<file path="config.mk">
export PLATFORM = sky130hd
export DESIGN_NAME = diei_top
export DESIGN_NICKNAME = d
export VERILOG_FILES = /design/src/hdl/diei_pkg.sv /design/src/hdl/diei_sampler.sv /design/src/hdl/diei_event_bank.sv /design/src/hdl/diei_top.sv
export SDC_FILE = /design/constraint.sdc
export NUM_CORES = 1
export LEC_CHECK = 0
export ABC_AREA = 1
export BUFFER_PORTS_ARGS = -buffer_cell sky130_fd_sc_hd__buf_2
export CELL_PAD_IN_SITES_DETAIL_PLACEMENT = 2
export CELL_PAD_IN_SITES_GLOBAL_PLACEMENT = 2
export CORE_MARGIN = 1.5
export CORE_UTILIZATION = 33
export CTS_CLUSTER_SIZE = 25
export DETAILED_ROUTE_END_ITERATION = 10
export PLACE_DENSITY_LB_ADDON = 0.1
export SYNTH_ARGS = -nofsm -noshare
export SYNTH_HDL_FRONTEND = slang
export SYNTH_HIERARCHICAL = 1
export SYNTH_SLANG_ARGS = --single-unit
</file>
<file path="constraint.sdc">
create_clock -name clk_i -period 2.05 [get_ports clk_i]
set_input_delay 0 -clock clk_i [delete_from_list [all_inputs] [get_ports clk_i]]
set_output_delay 0 -clock clk_i [all_outputs]
set_load 0.1 [all_outputs]
</file>
<file path="src/hdl/diei_pkg.sv">
// Purpose: Shared constants of the digital input edge interrupt block.
// Assumes: A 32-bit classic Wishbone register bus and a 200 MHz clock.
// Notes: Offsets are byte addresses of aligned 32-bit words.
package diei_pkg;
	////////////////////////////////////////////////////////////////////////
	// Widths.
	localparam int unsigned DATA_W = 32;
	localparam int unsigned SEL_W = 4;
	localparam int unsigned ADDR_W = 8;
	localparam int unsigned NUM_INPUTS = 24;
	localparam int unsigned CNT_W = 16;
	////////////////////////////////////////////////////////////////////////
	// Register offsets.
	localparam logic [7:0] OFS_CTRL = 8'h00;
	localparam logic [7:0] OFS_RISE_STATUS = 8'h04;
	localparam logic [7:0] OFS_FALL_STATUS = 8'h08;
	localparam logic [7:0] OFS_RISE_ENABLE = 8'h0c;
	localparam logic [7:0] OFS_FALL_ENABLE = 8'h10;
	localparam logic [7:0] OFS_RISE_CLEAR = 8'h14;
	localparam logic [7:0] OFS_FALL_CLEAR = 8'h18;
	localparam logic [7:0] OFS_INPUT_STATE = 8'h1c;
	localparam logic [7:0] OFS_RISE_SET = 8'h20;
	localparam logic [7:0] OFS_FALL_SET = 8'h24;
	localparam logic [7:0] OFS_OVERRUN = 8'h28;
	////////////////////////////////////////////////////////////////////////
	// Field positions.
	localparam int unsigned CTRL_MASTER_BIT = 0;
	localparam int unsigned OVR_RISE_BIT = 0;
	localparam int unsigned OVR_FALL_BIT = 1;
	////////////////////////////////////////////////////////////////////////
	// Reset values.
	localparam logic [31:0] RST_CTRL = 32'h0000_0000;
	localparam logic [31:0] RST_ENABLE = 32'h0000_0000;
	localparam logic [31:0] RST_STATUS = 32'h0000_0000;
	localparam logic [1:0] RST_OVERRUN = 2'h0;
	////////////////////////////////////////////////////////////////////////
	// Timing.
	localparam int unsigned CLK_FREQ_MHZ = 200;
	localparam int unsigned MOTION_CYCLE_NS = 1000;
	localparam int unsigned MOTION_CYCLE_CLKS =
		(MOTION_CYCLE_NS * CLK_FREQ_MHZ) / 1000;
endpackage : diei_pkg

</file>
<file path="src/hdl/diei_sampler.sv">
// Purpose: Motion cycle sampler and edge detector for the digital inputs.
// Assumes: Inputs are asynchronous pins.
// Notes: The first sample after reset only primes the comparison.
`timescale 1ns/1ps
`default_nettype none
module diei_sampler #(
	parameter int unsigned N = diei_pkg::NUM_INPUTS,
	parameter int unsigned CYCLE_CLKS = diei_pkg::MOTION_CYCLE_CLKS
) (
	input wire logic clk_i,
	input wire logic rst_i,
	input wire logic [N-1:0] din_i,
	output logic [N-1:0] state_o,
	output logic [N-1:0] rise_o,
	output logic [N-1:0] fall_o
);
	localparam logic [diei_pkg::CNT_W-1:0] LAST =
		diei_pkg::CNT_W'(CYCLE_CLKS - 1);
	logic [N-1:0] sync1_q;
	logic [N-1:0] sync2_q;
	logic [diei_pkg::CNT_W-1:0] cnt_q;
	logic primed_q;
	wire tick = (cnt_q == LAST);
	////////////////////////////////////////////////////////////////////////
	always_ff @(posedge clk_i) begin
		if (rst_i) begin
			sync1_q <= '0;
			sync2_q <= '0;
		end else begin
			sync1_q <= din_i;
			sync2_q <= sync1_q;
		end
	end
	////////////////////////////////////////////////////////////////////////
	// Once per cycle.
	always_ff @(posedge clk_i) begin
		if (rst_i || tick) begin
			cnt_q <= '0;
		end else begin
			cnt_q <= cnt_q + 1'b1;
		end
	end
	////////////////////////////////////////////////////////////////////////
	// Compare with previous sample.
	always_ff @(posedge clk_i) begin
		if (rst_i) begin
			state_o <= '0;
			primed_q <= 1'b0;
			rise_o <= '0;
			fall_o <= '0;
		end else if (tick) begin
			state_o <= sync2_q;
			primed_q <= 1'b1;
			rise_o <= primed_q ? (sync2_q & ~state_o) : '0;
			fall_o <= primed_q ? (~sync2_q & state_o) : '0;
		end else begin
			rise_o <= '0;
			fall_o <= '0;
		end
	end
endmodule : diei_sampler
`default_nettype wire

</file>
<file path="src/hdl/diei_event_bank.sv">
// Purpose: Sticky signaled event bits of one interrupt item.
// Assumes: All inputs are on the block clock.
// Notes: An enabled set in the cycle of a clear wins.
`timescale 1ns/1ps
`default_nettype none
module diei_event_bank #(
	parameter int unsigned W = diei_pkg::NUM_INPUTS
) (
	input wire logic clk_i,
	input wire logic rst_i,
	input wire logic [W-1:0] event_i,
	input wire logic [W-1:0] enable_i,
	input wire logic [W-1:0] set_i,
	input wire logic [W-1:0] clr_i,
	output logic [W-1:0] status_o,
	output logic overrun_o
);
	wire [W-1:0] fire = (event_i | set_i) & enable_i;
	////////////////////////////////////////////////////////////////////////
	// Latch until cleared.
	always_ff @(posedge clk_i) begin
		if (rst_i) begin
			status_o <= diei_pkg::RST_STATUS[W-1:0];
			overrun_o <= 1'b0;
		end else begin
			status_o <= (status_o & ~clr_i) | fire;
			overrun_o <= |(event_i & enable_i & status_o & ~clr_i);
		end
	end
endmodule : diei_event_bank
`default_nettype wire

</file>
<file path="src/hdl/diei_top.sv">
// Purpose: Digital input edge interrupt controller with a Wishbone slave.
// Assumes: Classic Wishbone, 32-bit data, byte addresses on wb_adr_i.
// Notes: Event bits 0 to 23 follow inputs 0 to 23; higher bits read zero.
// Function
// - Falling item has bits 0-23, bits 0-23 are inputs 0-23.
// - Every input sampled once per motion cycle, compared with prior sample.
// - Interrupt reaches the host only while master enable is set.
// - Each factor has its own enable; only enabled factors signal.
// - An enabled event stays signaled until the host clears it.
// - A still signaled event keeps the interrupt up at once while its enable is set.
// - Separate rising and falling items with the same bit mapping.
// - Every item is a 32-bit word, unused bits read zero.
`timescale 1ns/1ps
`default_nettype none
module diei_top #(
	parameter int unsigned NUM_INPUTS = diei_pkg::NUM_INPUTS,
	parameter int unsigned CYCLE_CLKS = diei_pkg::MOTION_CYCLE_CLKS
) (
	input wire logic clk_i,
	input wire logic rst_i,
	input wire logic wb_cyc_i,
	input wire logic wb_stb_i,
	input wire logic wb_we_i,
	input wire logic [diei_pkg::ADDR_W-1:0] wb_adr_i,
	input wire logic [diei_pkg::SEL_W-1:0] wb_sel_i,
	input wire logic [diei_pkg::DATA_W-1:0] wb_dat_i,
	output logic [diei_pkg::DATA_W-1:0] wb_dat_o,
	output logic wb_ack_o,
	output logic wb_err_o,
	input wire logic [NUM_INPUTS-1:0] din_i,
	output logic irq_o
);
	localparam int unsigned N = NUM_INPUTS;
	localparam int unsigned DW = diei_pkg::DATA_W;
	localparam int unsigned PAD = DW - N;
	////////////////////////////////////////////////////////////////////////
	// Byte enables expanded to a bit mask.
	function automatic logic [DW-1:0] diei_mask(
		input logic [diei_pkg::SEL_W-1:0] sel
	);
		logic [DW-1:0] m;
		m = '0;
		for (int b = 0; b < diei_pkg::SEL_W; b++) begin
			m[b*8 +: 8] = {8{sel[b]}};
		end
		return m;
	endfunction : diei_mask
	////////////////////////////////////////////////////////////////////////
	// Address match on the word index.
	function automatic logic diei_hit(
		input logic [diei_pkg::ADDR_W-1:0] adr,
		input logic [7:0] ofs
	);
		return adr[diei_pkg::ADDR_W-1:2] == ofs[diei_pkg::ADDR_W-1:2];
	endfunction : diei_hit
	////////////////////////////////////////////////////////////////////////
	// Register state.
	logic ctrl_master_q;
	logic [N-1:0] rise_en_q;
	logic [N-1:0] fall_en_q;
	logic [1:0] ovr_q;
	logic [DW-1:0] dat_q;
	logic ack_q;
	logic err_q;
	logic irq_q;
	logic [N-1:0] in_state;
	logic [N-1:0] rise_evt;
	logic [N-1:0] fall_evt;
	logic [N-1:0] rise_status;
	logic [N-1:0] fall_status;
	logic rise_ovr;
	logic fall_ovr;
	////////////////////////////////////////////////////////////////////////
	// Bus decode.
	wire access = wb_cyc_i & wb_stb_i & ~ack_q & ~err_q;
	wire wr = access & wb_we_i;
	wire [DW-1:0] bmask = diei_mask(wb_sel_i);
	wire [DW-1:0] wmask_dat = wb_dat_i & bmask;
	wire hit_ctrl = diei_hit(wb_adr_i, diei_pkg::OFS_CTRL);
	wire hit_rstat = diei_hit(wb_adr_i, diei_pkg::OFS_RISE_STATUS);
	wire hit_fstat = diei_hit(wb_adr_i, diei_pkg::OFS_FALL_STATUS);
	wire hit_ren = diei_hit(wb_adr_i, diei_pkg::OFS_RISE_ENABLE);
	wire hit_fen = diei_hit(wb_adr_i, diei_pkg::OFS_FALL_ENABLE);
	wire hit_rclr = diei_hit(wb_adr_i, diei_pkg::OFS_RISE_CLEAR);
	wire hit_fclr = diei_hit(wb_adr_i, diei_pkg::OFS_FALL_CLEAR);
	wire hit_state = diei_hit(wb_adr_i, diei_pkg::OFS_INPUT_STATE);
	wire hit_rset = diei_hit(wb_adr_i, diei_pkg::OFS_RISE_SET);
	wire hit_fset = diei_hit(wb_adr_i, diei_pkg::OFS_FALL_SET);
	wire hit_ovr = diei_hit(wb_adr_i, diei_pkg::OFS_OVERRUN);
	wire hit_any = hit_ctrl | hit_rstat | hit_fstat | hit_ren | hit_fen |
		hit_rclr | hit_fclr | hit_state | hit_rset | hit_fset | hit_ovr;
	////////////////////////////////////////////////////////////////////////
	// Write strobes for the enable and pulse registers.
	wire [N-1:0] ren_d =
		(rise_en_q & ~bmask[N-1:0]) | wmask_dat[N-1:0];
	wire [N-1:0] fen_d =
		(fall_en_q & ~bmask[N-1:0]) | wmask_dat[N-1:0];
	wire ctrl_wr = wr & hit_ctrl & wb_sel_i[0];
	wire [N-1:0] rise_clr = (wr && hit_rclr) ? wmask_dat[N-1:0] : '0;
	wire [N-1:0] fall_clr = (wr && hit_fclr) ? wmask_dat[N-1:0] : '0;
	wire [N-1:0] rise_set = (wr && hit_rset) ? wmask_dat[N-1:0] : '0;
	wire [N-1:0] fall_set = (wr && hit_fset) ? wmask_dat[N-1:0] : '0;
	wire [1:0] ovr_clr = (wr && hit_ovr) ? wmask_dat[1:0] : 2'h0;
	wire [1:0] ovr_set = {fall_ovr, rise_ovr};
	////////////////////////////////////////////////////////////////////////
	// Master switch.
	always_ff @(posedge clk_i) begin
		if (rst_i) begin
			ctrl_master_q <= diei_pkg::RST_CTRL[diei_pkg::CTRL_MASTER_BIT];
		end else if (ctrl_wr) begin
			ctrl_master_q <= wb_dat_i[diei_pkg::CTRL_MASTER_BIT];
		end
	end
	////////////////////////////////////////////////////////////////////////
	// Factor enables.
	always_ff @(posedge clk_i) begin
		if (rst_i) begin
			rise_en_q <= diei_pkg::RST_ENABLE[N-1:0];
			fall_en_q <= diei_pkg::RST_ENABLE[N-1:0];
		end else begin
			if (wr && hit_ren) begin
				rise_en_q <= ren_d;
			end
			if (wr && hit_fen) begin
				fall_en_q <= fen_d;
			end
		end
	end
	////////////////////////////////////////////////////////////////////////
	// Overrun flags, a new occurrence wins over the clear.
	always_ff @(posedge clk_i) begin
		if (rst_i) begin
			ovr_q <= diei_pkg::RST_OVERRUN;
		end else begin
			ovr_q <= (ovr_q & ~ovr_clr) | ovr_set;
		end
	end
	////////////////////////////////////////////////////////////////////////
	// Input sampling.
	diei_sampler #(
		.N(N),
		.CYCLE_CLKS(CYCLE_CLKS)
	) u_sampler (
		.clk_i(clk_i),
		.rst_i(rst_i),
		.din_i(din_i),
		.state_o(in_state),
		.rise_o(rise_evt),
		.fall_o(fall_evt)
	);
	////////////////////////////////////////////////////////////////////////
	// Rising edge item.
	diei_event_bank #(
		.W(N)
	) u_rise_bank (
		.clk_i(clk_i),
		.rst_i(rst_i),
		.event_i(rise_evt),
		.enable_i(rise_en_q),
		.set_i(rise_set),
		.clr_i(rise_clr),
		.status_o(rise_status),
		.overrun_o(rise_ovr)
	);
	////////////////////////////////////////////////////////////////////////
	// Falling edge item.
	diei_event_bank #(
		.W(N)
	) u_fall_bank (
		.clk_i(clk_i),
		.rst_i(rst_i),
		.event_i(fall_evt),
		.enable_i(fall_en_q),
		.set_i(fall_set),
		.clr_i(fall_clr),
		.status_o(fall_status),
		.overrun_o(fall_ovr)
	);
	////////////////////////////////////////////////////////////////////////
	// Read data zero padded.
	wire [DW-1:0] rd_ctrl = {{(DW-1){1'b0}}, ctrl_master_q};
	wire [DW-1:0] rd_rstat = {{PAD{1'b0}}, rise_status};
	wire [DW-1:0] rd_fstat = {{PAD{1'b0}}, fall_status};
	wire [DW-1:0] rd_ren = {{PAD{1'b0}}, rise_en_q};
	wire [DW-1:0] rd_fen = {{PAD{1'b0}}, fall_en_q};
	wire [DW-1:0] rd_state = {{PAD{1'b0}}, in_state};
	wire [DW-1:0] rd_ovr = {{(DW-2){1'b0}}, ovr_q};
	wire [DW-1:0] rd_data =
		hit_ctrl ? rd_ctrl :
		hit_rstat ? rd_rstat :
		hit_fstat ? rd_fstat :
		hit_ren ? rd_ren :
		hit_fen ? rd_fen :
		hit_state ? rd_state :
		hit_ovr ? rd_ovr : '0;
	////////////////////////////////////////////////////////////////////////
	// Bus answer, error on an unmapped word.
	always_ff @(posedge clk_i) begin
		if (rst_i) begin
			ack_q <= 1'b0;
			err_q <= 1'b0;
			dat_q <= '0;
		end else begin
			ack_q <= access & hit_any;
			err_q <= access & ~hit_any;
			dat_q <= (access && !wb_we_i) ? rd_data : '0;
		end
	end
	////////////////////////////////////////////////////////////////////////
	// Gate by master enable.
	// A signaled bit keeps the line up while its enable is set.
	wire pending = |(rise_status & rise_en_q) | |(fall_status & fall_en_q);
	always_ff @(posedge clk_i) begin
		if (rst_i) begin
			irq_q <= 1'b0;
		end else begin
			irq_q <= ctrl_master_q & pending;
		end
	end
	assign wb_dat_o = dat_q;
	assign wb_ack_o = ack_q;
	assign wb_err_o = err_q;
	assign irq_o = irq_q;
endmodule : diei_top
`default_nettype wire

</file>
# Yosys cells after proc, flatten, opt, wreduce, memory -nomap -nowiden
# Cells that the tools add are included.
[totals]
ff_bits = 273
out_inout_bits = 35
word_cells = 121
[classes]
addsub = 1
eq_ne = 11
mux = 12
bitwise = 57
n_reduce_logical = 19
[op_table]
columns = ["op", "count"]
rows = [
  ["bitwise AND 24 bit", 17],
  ["2-to-1 mux 24 bit", 9],
  ["OR 24 bit", 6],
  ["NOT 24 bit", 5],
  ["OR reduction 24 bit", 4],
  ["== test 6 x 3 -> 1 bit, second input constant", 4],
  ["== test 6 x 4 -> 1 bit, second input constant", 3],
  ["adder 16 x 1 -> 16 bit, second input constant", 1],
  ["== test 16 x 8 -> 1 bit, second input constant", 1],
  ["== test 6 x 2 -> 1 bit, second input constant", 2],
  ["OR 1 bit", 11],
  ["bitwise AND 1 bit", 9],
  ["logical AND 1 bit", 8],
  ["OR reduction 8 bit", 1],
  ["== test 6 x 1 -> 1 bit, second input constant", 1],
  ["logical NOT 6 bit", 1],
  ["NOT 1 bit", 6],
  ["OR reduction 3 bit", 2],
  ["2-to-1 mux 2 bit", 2],
  ["bitwise AND 2 bit", 1],
  ["NOT 2 bit", 1],
  ["OR 2 bit", 1],
  ["OR reduction 2 bit", 1],
  ["logical NOT 1 bit", 1],
  ["2 further kinds", 2],
]

# Longest topological paths before layout
# Gate-level depths: netlist (run 1).
[depth]
ltp_word = 13
depth_mapped = 14
ltp_nobuf = 13

# Cells and area by module
# Netlist (run 1), hierarchy kept.
[by_module_without_submodules]
columns = ["module", "instances", "cells_each", "area_each_um2"]
rows = [
  ["diei_sampler", 1, 587, 4885.9],
  ["diei_top", 1, 782, 4538.1],
  ["diei_event_bank", 2, 239, 1376.3],
]

# Worst setup path after synthesis (run 1)
# No wires, ideal clock.
[synth_path]
kind = "reg-to-reg"
from = "register err_q, in the netlist wb_err_o"
to = "register u_fall_bank.overrun_o"
t_arrival_ns = 2.376
path_slack_ns = -0.396
path_stages_with_launch = 14
path_buffers = 1
cell_sequence = "dfxtp_1 -> inv_1 -> nand4_1 -> inv_1 -> nand3_1 -> clkbuf_1 -> nor2_1 -> nor2_2 -> nand2_1 -> nand2_1 -> nor2_1 -> nand2_1 -> nor2_1 -> a21oi_1"
[synth_via]
elab_chain_len = 8
[synth_rtl]
columns = ["element", "line", "rtl"]
rows = [
  ["start, declared", "diei_top.sv:64", "logic err_q;"],
  ["start signal, assigned", "diei_top.sv:205", "err_q <= access & ~hit_any;"],
  ["NOT 1 bit", "diei_top.sv:75", "wire access = wb_cyc_i & wb_stb_i & ~ack_q & ~err_q;"],
  ["bitwise AND 1 bit", "diei_top.sv:75", ""],
  ["bitwise AND 1 bit", "diei_top.sv:76", "wire wr = access & wb_we_i;"],
  ["logical AND 1 bit", "diei_top.sv:100", "wire [N-1:0] fall_clr = (wr && hit_fclr) ? wmask_dat[N-1:0] : '0;"],
  ["2-to-1 mux 24 bit", "diei_top.sv:100", ""],
  ["named net fall_clr[11]", "diei_top.sv:100", ""],
  ["NOT 24 bit", "diei_event_bank.sv:27", "overrun_o <= |(event_i & enable_i & status_o & ~clr_i);"],
  ["bitwise AND 24 bit", "diei_event_bank.sv:27", ""],
  ["OR reduction 24 bit", "diei_event_bank.sv:27", ""],
  ["end signal, assigned", "diei_event_bank.sv:27", ""],
  ["end, declared", "diei_event_bank.sv:16", "output logic overrun_o"],
]
# The timed path passes the listed nets, and every way through them passes these cells.
# A chain may end at the register's enable or synchronous reset.

# Worst setup path in the final report (run 1)
# Same ends and word-level chain as after synthesis.

==> qor.txt, run 1 <==
remaining global-route overflow - 0
CTS tree - built
failing checks - hold timing, setup timing
Clock Tree Buf Depth - 3
drt drc - 0
Clock Latency Late Sink - 0.53 ns
Post-DP Area - 13,300 sq um
metal1 wirelength - 22.2 mm
# port buffers - 88
worst min path class - primary input to flip-flop
Vias - 12.3k
Final Cell Area - 15,100 sq um
share of layout cells above drive strength 1 - 16.6%
top cell type by total area after synthesis - dfxtp_1
P_sw - 2.85 mW
Placer Congestion - 0.843
Critical Path AT - 2.52 ns
Internal - 9.46 mW
total power - 12.3 mW
CTS Buf Count - 34
Seq cells post-synth - 265
Synth async-reset ratio - 0%
DP Wirelength - 34.5 mm
Clock Sink Count - 265
count leader, synth - nand2_1
CTS H-Tree Depth - 2
share of the synthesized area in the top cell type - 43.6%
vias per cell - 4.90
initial antenna violation count - 0
CP Max Fanout - 5
register area share after synthesis - 43.6%
Period minus WS final - 2.13 ns
vias in the first global route - 13.2k
cell count after synthesis - 1,847
most frequent cells after synthesis - 480 x nand2_1, 416 x nor2_1, 265 x dfxtp_1
Setup Total Neg Slack - -0.0757 ns
Seq pwr share - 42.4%
Antenna Violating Nets Remaining - 0
Avg Cell Area, Syn - 6.59 sq um
Core Area - 36,400 sq um
Worst Setup End Kind - flip-flop
Worst path slowest cell - dfxtp_4
Clock power frac - 52.5%
Sw Share - 23.2%
WL final - 48.4 mm
type of origin of the critical path - flip-flop
slew at the pin closest to its max-slew limit - 0.831 ns
combinational fraction of design power - 5.1%
Fillers - 4,347
nets - 2,085
PwrDens - 814 nW/um^2
Die W - 195 microns
YS warnings - 6
die height - 195 microns
slew margin rel. - 44.5%
minimum hold slack - -0.00556 ns
Setup violations, final - 1
Starting Density - 33.4%
ranking of synthesized cells by area - dfxtp_1 44%, nand2_1 15%, nor2_1 13%
GRT Util Overall - 25.2%
final slew viol count - 0
setup ws final - -0.0757 ns
Setup CP Type - flip-flop to flip-flop
number of DRC markers in iteration 0 - 498
standard-cell rows - 70
TritonRoute pass-1 iters - 4
f_max - 0.470 GHz
Root Buffer - clkbuf_16
met3 WL - 1.41 mm
worst path required time - 2.45 ns
leakage - 6.66 nW
Place WS - -0.0624 ns
largest net degree at the start of global routing - 78
die area - 38,100 sq um
Main synth FF type - dfxtp_1
first-pass GRT wire length - 74.0 mm
Max-cap violations - 0
cell family with most CP delay - simple AND/OR/NAND/NOR gates
CP most frequent cell - nand2_1
CP Cell Sequence - inv_4 -> nand4_1 -> inv_2 -> buf_12 -> nand3_4 -> buf_8 -> buf_6 -> nor2_4 -> nor2_2 -> nand2_1 -> nand2_1 -> nor2_2 -> nand2_1 -> nor2_1 -> a21oi_1
Mapped Area - 12,200 sq um
per-cell routed wire length - 19.3 microns
status - finished, violations left
endpoints failing hold - 1
CP max stage delay - 0.36 ns
ANT cells - 0
synth unique cells - 35
Max VDD drop - 535 uV
io pins - 108
clk_skew - 0.0154 ns
crit share post-route - 104%
crit path buf inv count - 5
Post-synth EDFFs - 0
top layer reached by signal wires - met4
routed wl met2 - 23.6 mm
RSZ-0062 raised after global routing - true
Clock transition at path regs - 0.06 ns
Area Overhead vs Synth - 24.3%
layout make-up:
class | count | area, sq um | share of cell area, %
clock buffer | 43 | 956 | 6.32
clock inverter | 16 | 244 | 1.61
inverter | 222 | 842 | 5.56
multi-input combinational | 1297 | 5740 | 37.9
sequential | 265 | 5310 | 35.1
tap | 468 | 586 | 3.87
timing repair buffer | 191 | 1450 | 9.58
kinds of logic (layout without fill, tap and decap cells):
group / count (synthesis) / count (layout) / synth area share [%]
adders and majority gates: 1 / 1 / 0.103
other: 1 / 8 / 0.0308
xor gates and xnor gates: 4 / 4 / 0.288
and+or+nand+nor: 1120 / 1120 / 39.2
DFF: 265 / 265 / 43.6
AOI/OAI and AO/OA: 164 / 164 / 6.79
buffers and inverters: 292 / 472 / 10.0
power groups by stage:
stage	Clock (mW)	Combinational [mW]	Sequential [mW]
after floorplan	0	0.321	5.34
after global placement	0	0.519	5.34
after detailed placement	0	0.532	5.34
final	6.46	0.627	5.23
after CTS	6.63	0.608	5.22
after global routing	6.79	0.679	5.23
per-layer routing:
| layer | vias to the layer above | track usage (%) |
|---|---|---|
| li1 | 5951 | - |
| met1 | 6077 | 32.5 |
| met2 | 172 | 44.0 |
| met3 | 68 | 3.04 |
| met4 | 0 | 7.32 |
| met5 | - | 0 |
worst register-to-register path: cells and delay by family, from the launching register on:
family                 cells  cell delay (ns)
AND/OR/NAND/NOR            9             0.90
buffers and inverters      5             0.65
flip-flops                 1             0.36
AO/OA/AOI/OAI              1             0.08
repair_timing:
action / in CTS / in global routing
resized for setup: 3 / 25
setup endpoints to repair: 1 / 23
buffers inserted: 1 / 4
endpoints found under the hold margin: 91 / 0
pin swaps: 1 / 7
hold buffers: 49 / 0
cloned: 0 / 2
per-stage QoR:
step | cells | utilization [%]
2_1_floorplan | 1854 | -
3_3_place_gp | 2387 | 36.4
3_5_place_dp | 2387 | 36.4
4_1_cts | 2496 | 41.1
5_1_grt | 2502 | 41.5
6_report | 2502 | 41.5
path summary, 6_finish.rpt:
check                                        start                            endpoint  slack, ns  depth (start not counted)
hold reg to reg   u_sampler/sync1_q[10]$_SDFF_PP0_    u_sampler/sync2_q[10]$_SDFF_PP0_       0.40                          2
hold / removal                         wb_dat_i[7]  u_rise_bank/status_o[7]$_SDFF_PP0_     -0.006                          5
setup / recovery               wb_err_o$_SDFF_PP0_    u_fall_bank/overrun_o$_SDFF_PP0_      -0.08                         15
setup reg to reg               wb_err_o$_SDFF_PP0_    u_fall_bank/overrun_o$_SDFF_PP0_      -0.08                         15
cells in the final DEF (no fill, tap or decap), types with 25 or more instances in the layout:
cell type      count
nand2_1          480
nor2_1           406
dfxtp_1          263
inv_1            209
a21oi_1          105
buf_2             87
nand3_1           71
nor2_2            68
dlygate4sd3_1     48
buf_4             46
o21ai_0           43
clkbuf_16         37
nand4_1           32
or2_2             25
(Power assumes the default switching activity.)
==> inputs of run 2 (changes only) <==
Settings changed: SETUP_SLACK_MARGIN set to 0.2.
==> qor.txt, run 2 (synthesized netlist as in run 1, its figures left out) <==
status - finished, violations left
failing checks - hold timing
endpoints failing hold - 1
Post-DP Area - 13,300 sq um
worst path required time - 2.43 ns
Worst path slowest cell - dfxtp_4
RSZ-0062 raised after global routing - true
Period minus WS final - 2.03 ns
CP Max Fanout - 12
leakage - 6.64 nW
combinational fraction of design power - 5.3%
clk_skew - 0.0125 ns
Finished Layout Cells - 2,503
largest net degree at the start of global routing - 49
GRT met3 Usage - 3.45%
cell family with most CP delay - simple AND/OR/NAND/NOR gates
crit share post-route - 99.2%
most frequent cells in the layout - 476 x nand2_1, 397 x nor2_1, 263 x dfxtp_1
Root Buffer - clkbuf_16
remaining global-route overflow - 0
PwrDens - 786 nW/um^2
Placer Congestion - 0.836
Global Route met1 Usage - 32.0%
number of DRC markers in iteration 0 - 460
TritonRoute pass-1 iters - 4
CTS H-Tree Depth - 2
first-pass GRT wire length - 73.6 mm
Setup CP Type - flip-flop to flip-flop
Clock transition at path regs - 0.06 ns
Area Overhead vs Synth - 24.4%
WL final - 47.2 mm
Internal - 9.18 mW
Setup violations, final - 0
Core Area - 36,400 sq um
Critical Path AT - 2.41 ns
M2 GR Usage - 43.1%
CTS Buf Count - 34
P_sw - 2.74 mW
io pins - 108
Final Cell Area - 15,200 sq um
Max VDD drop - 419 uV
commonest non-fill, non-tap cell in the layout - nand2_1
CP Cell Sequence - inv_2 -> nand4_1 -> inv_2 -> nand3_4 -> buf_6 -> nor2_1 -> nor2_2 -> nand2_1 -> nand2_1 -> nor2_2 -> nand2_1 -> nor2_1 -> a21oi_1
drt drc - 0
f_max - 0.492 GHz
Starting Density - 33.4%
vias per cell - 4.86
placed instance count - 2,392
Sw Share - 23.0%
final slew viol count - 0
Clock Latency Late Sink - 0.52 ns
Clock power frac - 50.9%
Seq pwr share - 43.9%
slew margin rel. - 43.9%
Antenna Violating Nets Remaining - 0
Final Core Density - 41.6%
crit path buf inv count - 3
Vias - 12.2k
Setup Total Neg Slack - 0 ns
CP most frequent cell - nand2_1
share of layout cells above drive strength 1 - 17.3%
die area - 38,100 sq um
minimum hold slack - -0.00474 ns
Clock Sink Count - 265
nets - 2,087
standard-cell rows - 70
Worst Setup End Kind - flip-flop
Die W - 195 microns
initial antenna violation count - 2
type of origin of the critical path - flip-flop
Clock Tree Buf Depth - 3
total power - 11.9 mW
Max-cap violations - 0
slew at the pin closest to its max-slew limit - 0.842 ns
per-cell routed wire length - 18.9 microns
global-route layer with the greatest usage - met2
CP max stage delay - 0.34 ns
DP Wirelength - 34.5 mm
worst min path class - primary input to flip-flop
CTS tree - built
GRT Util Overall - 25.0%
vias in the first global route - 13.3k
die height - 195 microns
# port buffers - 88
[run 2: cell count changes in the layout (fill, tap and decap cells not counted), moves of 2 or more]
cell,change
nor2_2,+6
buf_6,+6
nand2_2,+3
clkinv_4,-3
buf_12,-2
nand2_1,-4
clkinv_2,-2
bufinv_16,-3
clkbuf_1,+2
nor2_4,+3
clkbuf_8,+3
o21ai_0,-7
nor2_1,-9
o21ai_1,+6
[run 2: timing repair]
item / CTS / global route
gates resized for setup: 27 / 37
hold endpoints to repair: 90 / 0
cloned: 1 / 1
hold buffers: 48 / 0
pin swaps: 8 / 10
setup buffers: 2 / 2
endpoints found under the setup margin: 18 / 29
[run 2: cell type report]
type,count,area [sq um]
sequential,265,5310
antenna,1,2.50
inverter,222,848
clock inverter,9,124
multi-input combinational,1297,5820
timing repair buffer,193,1460
tap,468,586
clock buffer,48,1000
fill,4397,21300
[run 2: path summary, 6_finish.rpt]
path,start,endpoint,slack [ns],depth (start not counted)
worst min register to register,u_sampler/sync1_q[22]$_SDFF_PP0_,u_sampler/sync2_q[22]$_SDFF_PP0_,0.40,2
worst min-delay path,wb_sel_i[0],ctrl_master_q$_SDFFE_PP0P_,-0.005,3
worst max-delay path,wb_ack_o$_SDFF_PP0_,u_fall_bank/overrun_o$_SDFF_PP0_,0.02,13
worst max register to register,wb_ack_o$_SDFF_PP0_,u_fall_bank/overrun_o$_SDFF_PP0_,0.02,13
[run 2: layer usage]
metal | vias up | share of wire, %
met5 | - | 0
li1 | 5970 | -
met4 | 0 | 2.9
met1 | 5920 | 46
met3 | 71 | 3.2
met2 | 209 | 48
[run 2: worst register-to-register path: stages, from the launching register on]
cell,delay [ns]
dfxtp_4,0.34
inv_2,0.05
nand4_1,0.22
inv_2,0.20
nand3_4,0.13
buf_6,0.19
nor2_1,0.14
nor2_2,0.07
nand2_1,0.06
nand2_1,0.06
nor2_2,0.11
nand2_1,0.11
nor2_1,0.14
a21oi_1,0.07
[run 2: power by group through the flow]
stage               registers (mW)  clock network (mW)  logic (mW)
floorplan                     5.34                   0       0.321
global placement              5.34                   0       0.520
detailed placement            5.34                   0       0.534
CTS                           5.23                6.22       0.615
global route                  5.23                6.44       0.687
finish                        5.23                6.06       0.631
[run 2: stage by stage]
step | setup WS (ns) | hold WS, ns
CTS | 0.135 | 0.00364
global route | -0.0839 | 0.00190
floorplan | 0.161 | 0.107
global placement | 0.110 | 0.206
detailed placement | 0.0403 | 0.213
finish | 0.0168 | -0.00474
